### src/codec_ctrl_pkg.sv
// shared constants and carrier types for the codec control register set
package codec_ctrl_pkg;

  // register indices carried in the low nibble of the instruction byte
  localparam logic [3:0] REG_SLOT_CTRL   = 4'h1;
  localparam logic [3:0] REG_RX_ACCESS   = 4'h2;
  localparam logic [3:0] REG_TX_INJECT   = 4'h3;
  localparam logic [3:0] REG_ROUTING     = 4'h4;
  localparam logic [3:0] REG_TX_GAIN     = 4'h5;
  localparam logic [3:0] REG_RX_GAIN     = 4'h6;
  localparam logic [3:0] REG_TONE_MODE   = 4'h7;
  localparam logic [3:0] REG_TONE_A_FREQ = 4'h8;
  localparam logic [3:0] REG_TONE_B_FREQ = 4'h9;
  localparam logic [3:0] REG_BOOST       = 4'ha;

  // instruction byte layout
  localparam int INST_READ_BIT = 7;
  localparam int INST_ADDR_LSB = 0;
  localparam int INST_ADDR_W   = 4;
  localparam logic [3:0] INST_BYTE_LAST = 4'h7;
  localparam logic [3:0] INST_WORD_LAST = 4'hf;

  // slot control fields
  localparam int SC_HANDS_FREE = 7;
  localparam int SC_ANTI_LARSEN = 6;
  localparam int SC_LATCH      = 5;
  localparam int SC_RX_FROM_REG = 4;
  localparam int SC_TX_FROM_REG = 3;
  localparam int SC_VOICE_ON   = 2;
  localparam int SC_SLOT_HI    = 1;
  localparam int SC_SLOT_LO    = 0;

  // tone mode fields
  localparam int TM_PICK_A  = 3;
  localparam int TM_PICK_B  = 2;
  localparam int TM_SHAPE   = 1;
  localparam int TM_TO_TX   = 0;

  // boost register fields
  localparam int BR_BOOST   = 7;
  localparam int BR_CLIP_ON = 6;
  localparam int BR_THR_LSB = 4;
  localparam int BR_REL_LSB = 2;
  localparam int BR_DOUBLE  = 1;
  localparam int BR_HALF    = 0;

  localparam logic [7:0] REG_RESET = 8'h00;
  localparam logic [7:0] READ_ZERO = 8'h00;

  // pcm framing: eight bits per slot, four slots at most
  localparam logic [2:0] SLOT_LAST_BIT = 3'h7;
  localparam logic [5:0] FRAME_BIT_MAX = 6'h3f;

  // tone sample rate; phase step per sample is freq/rate*2^16
  localparam int CLK_HZ       = 20_000_000;
  localparam int TONE_RATE_HZ = 8_000;
  localparam int TICK_CYCLES  = CLK_HZ / TONE_RATE_HZ;
  // register*7.8125 Hz /8000 Hz *65536 = register*64
  localparam int STEP_SHIFT_STD  = 6;
  localparam int STEP_SHIFT_DBL  = 7;
  localparam int STEP_SHIFT_HALF = 5;

  typedef enum logic [1:0] {
    SER_IDLE = 2'b00,
    SER_INST = 2'b01,
    SER_DATA = 2'b11
  } ser_state_t;

  typedef struct packed {
    logic mic_source_choice;
    logic tx_input_on;
    logic sidetone_on;
    logic aux_to_speaker;
    logic tone_to_speaker;
    logic tone_to_earpiece;
    logic rx_speech_to_speaker;
    logic rx_speech_to_earpiece;
  } routing_t;

  typedef struct packed {
    logic [3:0] tx_gain;
    logic [3:0] sidetone_att;
    logic [3:0] earpiece_att;
    logic [3:0] speaker_att;
    logic [3:0] tone_att;
    logic       speaker_boost_bit;
    logic       anticlip_on;
    logic [1:0] clip_threshold_field;
    logic [1:0] release_time_field;
  } gain_t;

endpackage : codec_ctrl_pkg

### src/codec_control_register_set.sv
// control register set, serial control port, pcm slot access and tone generator
// What this block does
// - latch bit zero floats the latch pin, one drives it low.
// - receive-from-register bit feeds written byte to decoder; reads return received byte.
// - transmit-from-register bit sends the inject byte instead of encoder output.
// - voice gate low stops decoding and floats transmit slots.
// - in GCI mode both slot bits pick one of four channels.
// - in separate-control PCM mode the upper slot bit is ignored.
// - routing bit 7 picks microphone, bit 6 passes or mutes it.
// - bit 5 switches sidetone, forced off while transmit input is muted.
// - routing bits 3 and 2 send tone to speaker and/or earpiece.
// - routing bits 1 and 0 send received speech to speaker and/or earpiece.
// - gain register bits 7..4 set transmit gain 0 to 15 dB.
// - receive gain upper nibble sets earpiece gain 0 to -15 dB.
// - receive gain lower nibble sets speaker gain 0 to -30 dB, 2 dB steps.
// - tone bits 3,2 enable generators; first alone square, second alone sine unless tone bit 1 is set.
// - frequency changes keep phase continuous and apply within one sample.
// - tone bit 1 selects sine or square for the second generator only.
// - tone bit 0 routes tone into transmit data path.
// - standard range frequency is register value over 0.128 Hz.
// - double range frequency is register value over 0.064 Hz.
// - speaker boost bit selects 27 dB or 9 dB maximum gain.
// - anticlip bit enables anticlipping; bits 5,4 pick its threshold.
// - boost register bits 3,2 pick anticlip release time.
`timescale 1ns/1ps
`default_nettype none

module codec_control_register_set
  import codec_ctrl_pkg::*;
(
  // clock and reset
  input  wire logic        mclk,
  input  wire logic        rst_n,
  // serial control port
  input  wire logic        ctl_clk,
  input  wire logic        ctl_sel_n,
  input  wire logic        ctl_din,
  output logic             ctl_dout,
  output logic             ctl_dout_oe,
  // pcm bus
  input  wire logic        pcm_bit_clk,
  input  wire logic        pcm_frame_sync,
  input  wire logic        pcm_receive_input,
  input  wire logic        gci_mode,
  output logic             pcm_transmit_output,
  output logic             pcm_transmit_oe,
  // encoder byte and decoder stream
  input  wire logic [7:0]  enc_byte,
  output logic [7:0]       dec_data,
  output logic             dec_valid,
  input  wire logic        dec_ready,
  // latch pin
  output logic             latch_out_pin,
  output logic             latch_out_oe,
  // analog controls
  output routing_t         routing,
  output gain_t            gains,
  output logic             hands_free_on,
  output logic             anti_larsen_on,
  output logic             tone_onto_tx_data,
  output logic signed [7:0] tone_sample
);

  // reset release through two flops
  logic rst_s1_q, rst_s2_q;
  always_ff @(posedge mclk or negedge rst_n) begin
    if (!rst_n) begin
      rst_s1_q <= 1'b0;
      rst_s2_q <= 1'b0;
    end else begin
      rst_s1_q <= 1'b1;
      rst_s2_q <= rst_s1_q;
    end
  end
  wire logic rst_l_n = rst_s2_q;

  // pin synchronisers: first stage read only by second
  localparam int NSYNC = 7;
  // idle pin levels, so no false clock edge or select follows reset
  localparam logic [NSYNC-1:0] SYNC_IDLE = 7'h03;
  logic [NSYNC-1:0] pin_raw, sync1_q, sync2_q, sync3_q;
  assign pin_raw = {gci_mode, pcm_receive_input, pcm_frame_sync, pcm_bit_clk,
                    ctl_din, ctl_sel_n, ctl_clk};
  always_ff @(posedge mclk or negedge rst_l_n) begin
    if (!rst_l_n) begin
      sync1_q <= SYNC_IDLE;
      sync2_q <= SYNC_IDLE;
      sync3_q <= SYNC_IDLE;
    end else begin
      sync1_q <= pin_raw;
      sync2_q <= sync1_q;
      sync3_q <= sync2_q;
    end
  end
  wire logic cclk_rise = sync2_q[0] & ~sync3_q[0];
  wire logic cclk_fall = ~sync2_q[0] & sync3_q[0];
  wire logic sel_n     = sync2_q[1];
  wire logic sdin      = sync2_q[2];
  wire logic bclk_rise = sync2_q[3] & ~sync3_q[3];
  wire logic fs_rise   = sync2_q[4] & ~sync3_q[4];
  wire logic dr_bit    = sync2_q[5];
  wire logic gci_s     = sync2_q[6];

  // register storage
  logic [7:0] slot_ctrl_q, rx_inject_q, tx_inject_q, routing_q, tx_gain_q;
  logic [7:0] rx_gain_q, tone_mode_q, freq_a_q, freq_b_q, boost_q;
  logic [7:0] rx_byte_q;

  function automatic logic [7:0] reg_read(input logic [3:0] a);
    unique case (a)
      REG_SLOT_CTRL:   reg_read = slot_ctrl_q;
      // reads show byte received this frame
      REG_RX_ACCESS:   reg_read = rx_byte_q;
      REG_ROUTING:     reg_read = routing_q;
      REG_TX_GAIN:     reg_read = tx_gain_q;
      REG_RX_GAIN:     reg_read = rx_gain_q;
      REG_TONE_MODE:   reg_read = tone_mode_q;
      REG_TONE_A_FREQ: reg_read = freq_a_q;
      REG_TONE_B_FREQ: reg_read = freq_b_q;
      REG_BOOST:       reg_read = boost_q;
      default:         reg_read = READ_ZERO;
    endcase
  endfunction : reg_read

  // serial control port: 8-bit instruction then 8-bit data, msb first
  ser_state_t ser_q;
  logic [3:0] ser_cnt_q;
  logic [7:0] inst_q, shift_q, rd_shift_q;
  logic       wr_stb_d;
  logic [3:0] wr_addr_d;
  logic [7:0] wr_data_d;
  // address comes from the byte being completed, not the shifter one bit behind
  logic [7:0] rd_pick;
  assign rd_pick = reg_read(wr_data_d[INST_ADDR_LSB +: INST_ADDR_W]);

  always_comb begin
    wr_stb_d  = 1'b0;
    wr_addr_d = inst_q[INST_ADDR_LSB +: INST_ADDR_W];
    wr_data_d = {shift_q[6:0], sdin};
    if (!sel_n && cclk_rise && ser_q == SER_DATA && ser_cnt_q == INST_WORD_LAST
        && !inst_q[INST_READ_BIT]) begin
      wr_stb_d = 1'b1;
    end
  end

  always_ff @(posedge mclk or negedge rst_l_n) begin
    if (!rst_l_n) begin
      ser_q      <= SER_IDLE;
      ser_cnt_q  <= '0;
      inst_q     <= '0;
      shift_q    <= '0;
      rd_shift_q <= '0;
      ctl_dout   <= 1'b0;
      ctl_dout_oe <= 1'b0;
    end else if (sel_n) begin
      ser_q       <= SER_IDLE;
      ser_cnt_q   <= '0;
      ctl_dout_oe <= 1'b0;
    end else begin
      if (ser_q == SER_IDLE) begin
        ser_q <= SER_INST;
      end
      if (cclk_rise) begin
        shift_q   <= {shift_q[6:0], sdin};
        ser_cnt_q <= ser_cnt_q + 4'h1;
        if (ser_cnt_q == INST_BYTE_LAST) begin
          inst_q <= {shift_q[6:0], sdin};
          ser_q  <= SER_DATA;
          if (shift_q[INST_READ_BIT-1]) begin
            rd_shift_q  <= rd_pick;
            ctl_dout    <= rd_pick[7];
            ctl_dout_oe <= 1'b1;
          end
        end
        if (ser_cnt_q == INST_WORD_LAST) begin
          ctl_dout_oe <= 1'b0;
        end
      end else if (cclk_fall && ser_q == SER_DATA && ctl_dout_oe) begin
        rd_shift_q <= {rd_shift_q[6:0], 1'b0};
        ctl_dout   <= rd_shift_q[6];
      end
    end
  end

  // registers hold until rewritten or reset
  always_ff @(posedge mclk or negedge rst_l_n) begin
    if (!rst_l_n) begin
      slot_ctrl_q <= REG_RESET;
      rx_inject_q <= REG_RESET;
      tx_inject_q <= REG_RESET;
      routing_q   <= REG_RESET;
      tx_gain_q   <= REG_RESET;
      rx_gain_q   <= REG_RESET;
      tone_mode_q <= REG_RESET;
      freq_a_q    <= REG_RESET;
      freq_b_q    <= REG_RESET;
      boost_q     <= REG_RESET;
    end else if (wr_stb_d) begin
      unique case (wr_addr_d)
        REG_SLOT_CTRL:   slot_ctrl_q <= wr_data_d;
        REG_RX_ACCESS:   rx_inject_q <= wr_data_d;
        REG_TX_INJECT:   tx_inject_q <= wr_data_d;
        REG_ROUTING:     routing_q   <= wr_data_d;
        REG_TX_GAIN:     tx_gain_q   <= wr_data_d;
        REG_RX_GAIN:     rx_gain_q   <= wr_data_d;
        REG_TONE_MODE:   tone_mode_q <= wr_data_d;
        REG_TONE_A_FREQ: freq_a_q    <= wr_data_d;
        REG_TONE_B_FREQ: freq_b_q    <= wr_data_d;
        REG_BOOST:       boost_q     <= wr_data_d;
        default:         ;
      endcase
    end
  end

  // pcm slot engine
  logic [5:0] bit_cnt_q;
  logic       in_frame_q;
  logic [7:0] tx_shift_q, rx_shift_q;
  logic [1:0] slot_sel;
  logic       in_window, last_bit, buf_in_ready;
  wire logic  voice_on = slot_ctrl_q[SC_VOICE_ON];

  // gci uses both bits; pcm mode ignores the upper bit
  assign slot_sel  = gci_s ? slot_ctrl_q[SC_SLOT_HI:SC_SLOT_LO]
                           : {1'b0, slot_ctrl_q[SC_SLOT_LO]};
  assign in_window = in_frame_q && (bit_cnt_q[4:3] == slot_sel) && !bit_cnt_q[5];
  assign last_bit  = in_window && (bit_cnt_q[2:0] == SLOT_LAST_BIT);

  always_ff @(posedge mclk or negedge rst_l_n) begin
    if (!rst_l_n) begin
      bit_cnt_q           <= '0;
      in_frame_q          <= 1'b0;
      tx_shift_q          <= '0;
      rx_shift_q          <= '0;
      rx_byte_q           <= '0;
      pcm_transmit_output <= 1'b0;
      pcm_transmit_oe     <= 1'b0;
    end else if (fs_rise) begin
      bit_cnt_q  <= '0;
      in_frame_q <= 1'b1;
      tx_shift_q <= slot_ctrl_q[SC_TX_FROM_REG] ? tx_inject_q : enc_byte;
    end else if (bclk_rise && in_frame_q) begin
      bit_cnt_q <= bit_cnt_q + 6'h1;
      if (bit_cnt_q == FRAME_BIT_MAX) begin
        in_frame_q <= 1'b0;
      end
      // slots float while voice gate is low
      pcm_transmit_oe <= in_window && voice_on;
      if (in_window) begin
        pcm_transmit_output <= tx_shift_q[7];
        tx_shift_q          <= {tx_shift_q[6:0], 1'b0};
        rx_shift_q          <= {rx_shift_q[6:0], dr_bit};
      end
      if (last_bit) begin
        rx_byte_q <= {rx_shift_q[6:0], dr_bit};
      end
    end
  end

  // decoder feed; a full buffer blocks the push and that frame's byte is skipped
  logic       push;
  logic [7:0] push_data;
  always_comb begin
    // nothing goes to the decoder while the voice gate is low
    push = bclk_rise && last_bit && voice_on && buf_in_ready;
    // written byte replaces the line each frame
    push_data = slot_ctrl_q[SC_RX_FROM_REG] ? rx_inject_q : {rx_shift_q[6:0], dr_bit};
  end

  // two-entry buffer: output stage plus skid stage
  logic       spare_valid_q;
  logic [7:0] spare_q;
  assign buf_in_ready = !spare_valid_q;
  wire logic pop = dec_valid && dec_ready;

  always_ff @(posedge mclk or negedge rst_l_n) begin
    if (!rst_l_n) begin
      dec_valid     <= 1'b0;
      dec_data      <= '0;
      spare_valid_q <= 1'b0;
      spare_q       <= '0;
    end else begin
      if (!dec_valid || pop) begin
        if (spare_valid_q) begin
          dec_data      <= spare_q;
          dec_valid     <= 1'b1;
          spare_valid_q <= push;
          spare_q       <= push_data;
        end else begin
          dec_valid <= push;
          dec_data  <= push ? push_data : dec_data;
        end
      end else if (push) begin
        spare_valid_q <= 1'b1;
        spare_q       <= push_data;
      end
    end
  end

  // tone generator, two phase accumulators at the sample rate
  logic [11:0] tick_cnt_q;
  wire logic   tick = (tick_cnt_q == 12'(TICK_CYCLES - 1));
  always_ff @(posedge mclk or negedge rst_l_n) begin
    if (!rst_l_n) begin
      tick_cnt_q <= '0;
    end else begin
      tick_cnt_q <= tick ? '0 : tick_cnt_q + 12'h1;
    end
  end

  function automatic logic [15:0] phase_step(input logic [7:0] f, input logic dbl,
                                            input logic half);
    if (dbl) begin
      phase_step = {1'b0, f, 7'h00};
    // half range, software keeps the two bits exclusive
    end else if (half) begin
      phase_step = {3'b000, f, 5'h00};
    end else begin
      phase_step = {2'b00, f, 6'h00};
    end
  endfunction : phase_step

  function automatic logic signed [7:0] sine_of(input logic [15:0] ph);
    logic [3:0] idx;
    logic [6:0] mag;
    idx = ph[14] ? ~ph[13:10] : ph[13:10];
    unique case (idx)
      4'h0: mag = 7'd6;    4'h1: mag = 7'd19;   4'h2: mag = 7'd31;   4'h3: mag = 7'd43;
      4'h4: mag = 7'd54;   4'h5: mag = 7'd65;   4'h6: mag = 7'd76;   4'h7: mag = 7'd85;
      4'h8: mag = 7'd94;   4'h9: mag = 7'd102;  4'ha: mag = 7'd109;  4'hb: mag = 7'd115;
      4'hc: mag = 7'd120;  4'hd: mag = 7'd123;  4'he: mag = 7'd126;  4'hf: mag = 7'd127;
    endcase
    sine_of = ph[15] ? -$signed({1'b0, mag}) : $signed({1'b0, mag});
  endfunction : sine_of

  function automatic logic signed [7:0] square_of(input logic [15:0] ph);
    square_of = ph[15] ? -8'sd127 : 8'sd127;
  endfunction : square_of

  logic [15:0] phase_q [2];
  logic [7:0]  freq_reg [2];
  assign freq_reg[0] = freq_a_q;
  assign freq_reg[1] = freq_b_q;

  genvar g;
  generate
    for (g = 0; g < 2; g++) begin : gen_tone
      // accumulator never reset on a new step, so phase stays continuous
      always_ff @(posedge mclk or negedge rst_l_n) begin
        if (!rst_l_n) begin
          phase_q[g] <= '0;
        end else if (tick) begin
          phase_q[g] <= phase_q[g] + phase_step(freq_reg[g], boost_q[BR_DOUBLE],
                                                boost_q[BR_HALF]);
        end
      end
    end
  endgenerate

  logic signed [7:0] wave_a, wave_b, mix;
  always_comb begin
    // shape bit picks square over sine for the second generator; the first is always square
    wave_a = square_of(phase_q[0]);
    wave_b = tone_mode_q[TM_SHAPE] ? square_of(phase_q[1]) : sine_of(phase_q[1]);
    // generator enables, summed when both picked
    unique case ({tone_mode_q[TM_PICK_A], tone_mode_q[TM_PICK_B]})
      2'b10:   mix = wave_a;
      2'b01:   mix = wave_b;
      2'b11:   mix = (wave_a >>> 1) + (wave_b >>> 1);
      default: mix = '0;
    endcase
  end

  always_ff @(posedge mclk or negedge rst_l_n) begin
    if (!rst_l_n) begin
      tone_sample <= '0;
    end else if (tick) begin
      tone_sample <= mix;
    end
  end

  // analog control outputs, registered so each comes from a flop
  always_ff @(posedge mclk or negedge rst_l_n) begin
    if (!rst_l_n) begin
      routing           <= '0;
      gains             <= '0;
      hands_free_on     <= 1'b0;
      anti_larsen_on    <= 1'b0;
      tone_onto_tx_data <= 1'b0;
      latch_out_pin     <= 1'b0;
      latch_out_oe      <= 1'b0;
    end else begin
      routing.mic_source_choice     <= routing_q[7];
      routing.tx_input_on           <= routing_q[6];
      // sidetone needs the transmit input on
      routing.sidetone_on           <= routing_q[5] & routing_q[6];
      routing.aux_to_speaker        <= routing_q[4];
      routing.tone_to_speaker       <= routing_q[3];
      routing.tone_to_earpiece      <= routing_q[2];
      routing.rx_speech_to_speaker  <= routing_q[1];
      routing.rx_speech_to_earpiece <= routing_q[0];
      gains.tx_gain                 <= tx_gain_q[7:4];
      gains.sidetone_att            <= tx_gain_q[3:0];
      gains.earpiece_att            <= rx_gain_q[7:4];
      // speaker attenuation, 2 dB per code
      gains.speaker_att             <= rx_gain_q[3:0];
      gains.tone_att                <= tone_mode_q[7:4];
      gains.speaker_boost_bit       <= boost_q[BR_BOOST];
      gains.anticlip_on             <= boost_q[BR_CLIP_ON];
      gains.clip_threshold_field    <= boost_q[BR_THR_LSB +: 2];
      gains.release_time_field      <= boost_q[BR_REL_LSB +: 2];
      hands_free_on                 <= slot_ctrl_q[SC_HANDS_FREE];
      anti_larsen_on                <= slot_ctrl_q[SC_ANTI_LARSEN];
      tone_onto_tx_data             <= tone_mode_q[TM_TO_TX];
      // open-drain latch, drives low only when bit is one
      latch_out_pin                 <= 1'b0;
      latch_out_oe                  <= slot_ctrl_q[SC_LATCH];
    end
  end

endmodule : codec_control_register_set

`default_nettype wire

### config.mk
export PLATFORM = sky130hd
export DESIGN_NAME = codec_control_register_set
export DESIGN_NICKNAME = d
export VERILOG_FILES = /design/src/codec_ctrl_pkg.sv /design/src/codec_control_register_set.sv
export SDC_FILE = /design/constraint.sdc
export NUM_CORES = 1
export LEC_CHECK = 0
export BUFFER_PORTS_ARGS = -buffer_cell sky130_fd_sc_hd__buf_4
export CORE_MARGIN = 1.5
export CORE_UTILIZATION = 35
export DETAILED_ROUTE_END_ITERATION = 16
export PLACE_DENSITY = 0.53
export SLEW_MARGIN = 10
export SYNTH_ARGS = -nofsm -noshare
export SYNTH_HDL_FRONTEND = slang
export SYNTH_SLANG_ARGS = --single-unit
export TNS_END_PERCENT = 20
### constraint.sdc
create_clock -name mclk -period 13.7 [get_ports mclk]
set_input_delay 2.055 -clock mclk [delete_from_list [all_inputs] [get_ports mclk]]
set_output_delay 2.055 -clock mclk [all_outputs]
set_load 0.02 [all_outputs]
==> impl_metrics.tcl, run 1 <==
set metrics [dict create \
    grt_pass1_vias 8830 \
    cts_tree "yes" \
    regArea_mm2 0.00642 \
    ys.flop_type "dfrtp_1" \
    worstPathRequired_ns 14.16 \
    reg.largest.list "gains x26, phase_q x22, tick_cnt_q x12" \
    synth_seq_cells 256 \
    regMostFlops "gains" \
    syn_nets 1227 \
    overflow 0 \
    intPower_w 0.00129 \
    yosysWarnings 0 \
    hold_viol 0 \
    dp_worst_setup_slack_ns 8.72 \
    clockPowerShare_pct 43.5 \
    yosysUniqueCellTypes 86 \
    start_util_pct 35.7 \
    wl_per_cell_um 17.8 \
    yosysSeqAreaShare_pct 50.3 \
    slew_violations 0 \
    power_w 0.00175 \
    syn_area_per_cell_um2 10.9 \
    path_class "register to register" \
    coreArea_mm2 0.0357 \
    cts_resized 0 \
    p_leak_nw 6.67 \
    endpoint "tone_sample[3]" \
    synth.largest_area_cell "dfrtp_1" \
    clockBufferDepth 3 \
    vias 8890 \
    clock_sinks 256 \
    reg2reg_to "tone_sample[3]" \
    startpoint "phase_q[14]" \
    drc 1 \
    drive_gt1_share_pct 23.3 \
    status "complete, but fails checks" \
    rsz0062_at_grt "false" \
    grt_max_degree 82 \
    r2r_slack_ns 8.66 \
    syn_inst 1168 \
    grt_first_pass_wirelength_um 49700 \
    numCtsBuffers 29 \
    grt_use_total_pct 16.3 \
    synth_area_mm2 0.0127 \
    final_nets 1279 \
    cts_hold_buf 0 \
    multi_input_area_mm2 0.00594 \
    post-dp-hpwl_um 20600 \
    p_comb_share_pct 8.5 \
    synth_top_area_share_pct 49.3 \
    insertion_delay_ns 0.55 \
    portBuffers 76 \
    setup_viol 0 \
    p_sw_share_pct 26.4 \
    max_cap_violations 0 \
    fmax_mhz 198 \
    place.gp.congestion 0.844 \
    dpl_cell_area_mm2 0.0137 \
    violations "design-rule violations" \
    tightest_slew_ns 1.00 \
    dieHeight_um 194 \
    synth_edf_count 0 \
    final_area_mm2 0.0146 \
    syn2layout_area_growth_pct 14.9 \
    fillers 3450 \
    crit_fanout 23 \
    drt_pre_antenna_iters 11 \
    dieArea_mm2 0.0376 \
    pwr-share-seq_pct 48.0 \
    h-tree-depth 1 \
    std_cell_rows 69 \
    power_density_mw_per_mm2 119 \
    synthTopCellsByArea "dfrtp_1, mux2_2, ha_1" \
    slew_headroom_pct 33.0 \
    first_iter_violations 575 \
    io_pins 78 \
    ant_nets 0 \
    irDropWorstVdd_uv 110 \
    finClkSkew_ns 0.0105 \
    endpoint_kind "register" \
    switchingPower_w 0.000461 \
    cp-start-kind "register" \
    n_antenna_cell 0 \
    fin_util_pct 40.9 \
    post-cts-setup-buffers 0 \
    min_period_over_period_pct 36.8 \
    ctsRootBufferMaster "clkbuf_16" \
    hp-class "register to register" \
    timing.rr.start "phase_q[14]" \
    final.setup.worst_slack_ns 8.66 \
    via_per_inst 5.22 \
    min_period_ns 5.04 \
    synth-async-reset-ratio_pct 100 \
    dieWidth_um 194 \
    largest_reg_flops 26 \
    cp.arrival_ns 5.50 \
    rr_worst_depth 17 \
    clkTransAtPathRegs_ns 0.07 \
    wl_um 30400 \
    tns_ns 0 \
    antenna_found_initial 0 \
]
[metrics by stage]
stage | cells | hold slack [ns]
6_report | 1703 | 0.348
4_1_cts | 1703 | 0.352
5_1_grt | 1703 | 0.357
3_5_place_dp | 1650 | 0.338
3_3_place_gp | 1650 | 0.334
2_1_floorplan | 1168 | 0.331
[routing by layer]
layer  up-vias  wire length (um)  part of all wire (%)  track usage [%]
met5         -                 0                     0                0
met4         0               712                   2.3             4.32
met3        48              1260                   4.1             1.98
met2       175             13800                    45             26.1
met1      4391             14600                    48             23.4
li1       4276                 -                     -                -
[cell usage in the layout, fill, tap and decap left out, types with 9 or more instances in the layout]
cell       count
mux2_2       114
o21a_1        11
o21ai_0       80
xnor2_1       18
and3_1        10
nor2_1        70
nor2b_1       17
nand2b_1      14
clkbuf_16     29
dfrtp_1      250
xor2_1        20
o31ai_1       10
nand3_1       20
clkbuf_8      10
a21oi_1       50
nor3_1        18
mux2i_1       46
inv_1         25
buf_4         87
ha_1          38
nand2_1      116
o22ai_1        9
[Yosys cell counts, types with 11 or more instances]
cell type  number
nor3_1         18
inv_1          25
ha_1           38
xnor2_1        18
buf_2          11
nand3_1        20
clkbuf_1       47
nand2b_1       14
o21ai_0        80
mux2i_1        46
dfrtp_1       251
xor2_1         20
a21oi_1        50
mux2_2        114
nor2b_1        17
o21a_1         11
nand2_1       116
nor2_1         70
[how the worst min path moves through the flow]
| stage | cells after the start | startpoint | to | slack, ns |
|---|---|---|---|---|
| after floorplan | 0 | rst_s1_q | rst_l_n | 0.33 |
| after global placement | 0 | sync1_q[2] | sync2_q[2] | 0.33 |
| after detailed placement | 0 | sync1_q[3] | sync2_q[3] | 0.34 |
| after CTS | 0 | sync1_q[3] | sync2_q[3] | 0.35 |
| after global routing | 0 | sync1_q[3] | sync2_q[3] | 0.36 |
| final | 0 | sync1_q[3] | sync2_q[3] | 0.35 |
[cells by family (layout without fill, tap and decap cells)]
logic type	count (synthesis)	after routing	share of synthesized area [%]
compound gates	244	244	12.5
mux	164	164	14.3
xor+xnor	38	38	2.61
fa+ha+maj	41	41	4.20
other cells	2	2	0.0589
simple gates	330	330	12.9
buf+inv	93	167	3.08
flops	256	256	50.3
[critical path, cell delays in order, from the launching register on]
cell and delay, ns:
dfrtp_1 0.88, xor2_1 0.32, inv_1 0.16, ha_1 0.34
a221oi_1 0.31, o22ai_1 0.22, inv_1 0.10, ha_1 0.17
nand2_1 0.07, or4_1 0.49, and3_1 0.24, ha_1 0.28
a211oi_1 0.30, nor3b_1 0.16, o31a_1 0.37, nor3b_1 0.16
a41o_1 0.23, nor3_1 0.14
[cell type report]
type | instances | share of cell area, %
multi-input combinational | 819 | 40.6
clock buffer | 42 | 5.98
clock inverter | 11 | 0.522
timing repair buffer | 87 | 4.46
sequential | 256 | 43.8
tap | 461 | 3.94
inverter | 27 | 0.692
[power groups by stage]
| stage | clock (W) | combinational (W) | sequential, W |
|---|---|---|---|
| after floorplan | 0 | 0.000101 | 0.000832 |
| after global placement | 0 | 0.000149 | 0.000851 |
| after detailed placement | 0 | 0.000150 | 0.000852 |
| after CTS | 0.000783 | 0.000150 | 0.000838 |
| after global routing | 0.000813 | 0.000165 | 0.000843 |
| final | 0.000760 | 0.000148 | 0.000838 |
(Power assumes the default switching activity.)
==> run 2, diff against run 1 <==
==> constraint.sdc (replaced) <==
create_clock -name mclk -period 5.01 [get_ports mclk]
set_input_delay 0.7515 -clock mclk [delete_from_list [all_inputs] [get_ports mclk]]
set_output_delay 0.7515 -clock mclk [all_outputs]
set_load 0.02 [all_outputs]
==> impl_metrics.tcl, run 2 (synthesis gave the netlist of run 1 again) <==
set metrics [dict create \
    io_pins 78 \
    insertion_delay_ns 0.58 \
    start_util_pct 35.7 \
    cp.arrival_ns 5.06 \
    violations "design-rule violations" \
    place.gp.congestion 0.837 \
    via_per_inst 5.15 \
    clockBufferDepth 3 \
    grt_use_total_pct 16.5 \
    r2r_slack_ns 0.42 \
    worstPathRequired_ns 5.48 \
    reg.largest.list "gains x26, phase_q x22, tick_cnt_q x12" \
    vias 8815 \
    slew_violations 0 \
    syn2layout_area_growth_pct 16.4 \
    status "complete, but fails checks" \
    numCtsBuffers 30 \
    dieWidth_um 194 \
    drc 3 \
    regArea_mm2 0.00642 \
    rsz0062_at_grt "false" \
    irDropWorstVdd_uv 292 \
    max_cap_violations 0 \
    regMostFlops "gains" \
    portBuffers 76 \
    power_density_mw_per_mm2 339 \
    grt_pass1_vias 8777 \
    fin_util_pct 41.5 \
    crit_fanout 10 \
    largest_reg_flops 26 \
    fillers 3459 \
    post-cts-setup-buffers 0 \
    hp-class "primary input to register" \
    clkTransAtPathRegs_ns 0.06 \
    tightest_slew_ns 0.968 \
    fmax_mhz 218 \
    post-dp-hpwl_um 20900 \
    clock_sinks 256 \
    multi_input_area_mm2 0.00594 \
    final_nets 1285 \
    min_period_ns 4.59 \
    most-common-layout-cells "dfrtp_1, nand2_1, mux2_2" \
    hold_viol 0 \
    h-tree-depth 1 \
    min_period_over_period_pct 91.7 \
    setup_viol 0 \
    cts_tree "yes" \
    p_leak_nw 6.77 \
    wl_um 30600 \
    endpoint_kind "register" \
    path_class "register to register" \
    drt_pre_antenna_iters 10 \
    grt_first_pass_wirelength_um 49900 \
    n_antenna_cell 0 \
    drive_gt1_share_pct 23.9 \
    grt_max_degree 96 \
    antenna_found_initial 0 \
    slew_headroom_pct 35.3 \
    ant_nets 0 \
    dieHeight_um 194 \
    coreArea_mm2 0.0357 \
    std_cell_rows 69 \
    overflow 0 \
    cp-start-kind "register" \
    ctsRootBufferMaster "clkbuf_16" \
    final_common_cell "dfrtp_1" \
    finClkSkew_ns 0.0286 \
    tns_ns 0 \
    first_iter_violations 490 \
    dieArea_mm2 0.0376 \
    wl_per_cell_um 17.9 \
]
## run 2: path summary, 6_finish.rpt
path                                    from        endpoint  cells after the start
max reg2reg                      phase_q[10]  tone_sample[3]                     17
max in group asynchronous            rst_l_n     phase_q[31]                      1
min                        pcm_receive_input      sync1_q[5]                      1
max                              phase_q[10]  tone_sample[3]                     17
min in group asynchronous            rst_l_n       gains[22]                      0
min reg2reg                       sync1_q[5]      sync2_q[5]                      0
## run 2: timing repair
item | CTS | global route
setup endpoints to repair | 0 | 1
endpoints found under the hold margin | 2 | 0
hold buffers | 1 | 0
resized for setup | 0 | 2
## run 2: power by group
| part | internal [W] | leakage [nW] | switching [W] | total [W] |
|---|---|---|---|---|
| combinational | 0.000141 | 2.78 | 0.000209 | 0.000350 |
| clock | 0.00144 | 0.538 | 0.000908 | 0.00235 |
| sequential | 0.00216 | 3.45 | 0.000173 | 0.00233 |
## run 2: cell type report
type / instances / area share (%)
flip-flops and latches: 256 / 43.2
multi-input cells: 819 / 40.0
clock buffers: 42 / 5.97
repair buffers: 92 / 4.76
well taps: 461 / 3.89
clock inverters: 14 / 1.41
inverters: 27 / 0.683
## run 2: layer usage
| metal | wire length [um] | share of wire [%] | global-route usage [%] | vias to the layer above |
|---|---|---|---|---|
| li1 | - | - | - | 4296 |
| met1 | 14900 | 49 | 23.7 | 4318 |
| met2 | 14100 | 46 | 26.4 | 162 |
| met3 | 1030 | 3.4 | 2.04 | 39 |
| met4 | 657 | 2.1 | 4.08 | 0 |
| met5 | 0 | 0 | 0 | - |
## run 2: per-stage QoR
step	total power, W	area, um2	instances	hold slack (ns)	setup WS, ns
CTS	0.00511	14800	1711	0.250	0.391
floorplan	0.00255	12700	1168	0.331	0.604
global placement	0.00272	13700	1654	0.334	0.562
detailed placement	0.00273	13700	1654	0.339	0.418
finish	0.00503	14800	1711	0.274	0.415
global route	0.00524	14800	1711	0.253	0.00672
## run 2: critical path: stages, from the launching register on
cell      delay, ns
dfrtp_1        0.51
xor2_1         0.28
inv_1          0.15
ha_1           0.34
a221oi_1       0.30
o22ai_1        0.23
inv_1          0.10
ha_1           0.17
nand2_1        0.07
or4_1          0.50
and3_1         0.24
ha_1           0.28
a211oi_1       0.34
nor3b_2        0.13
o31a_1         0.36
nor3b_1        0.15
a41o_1         0.23
nor3_1         0.12
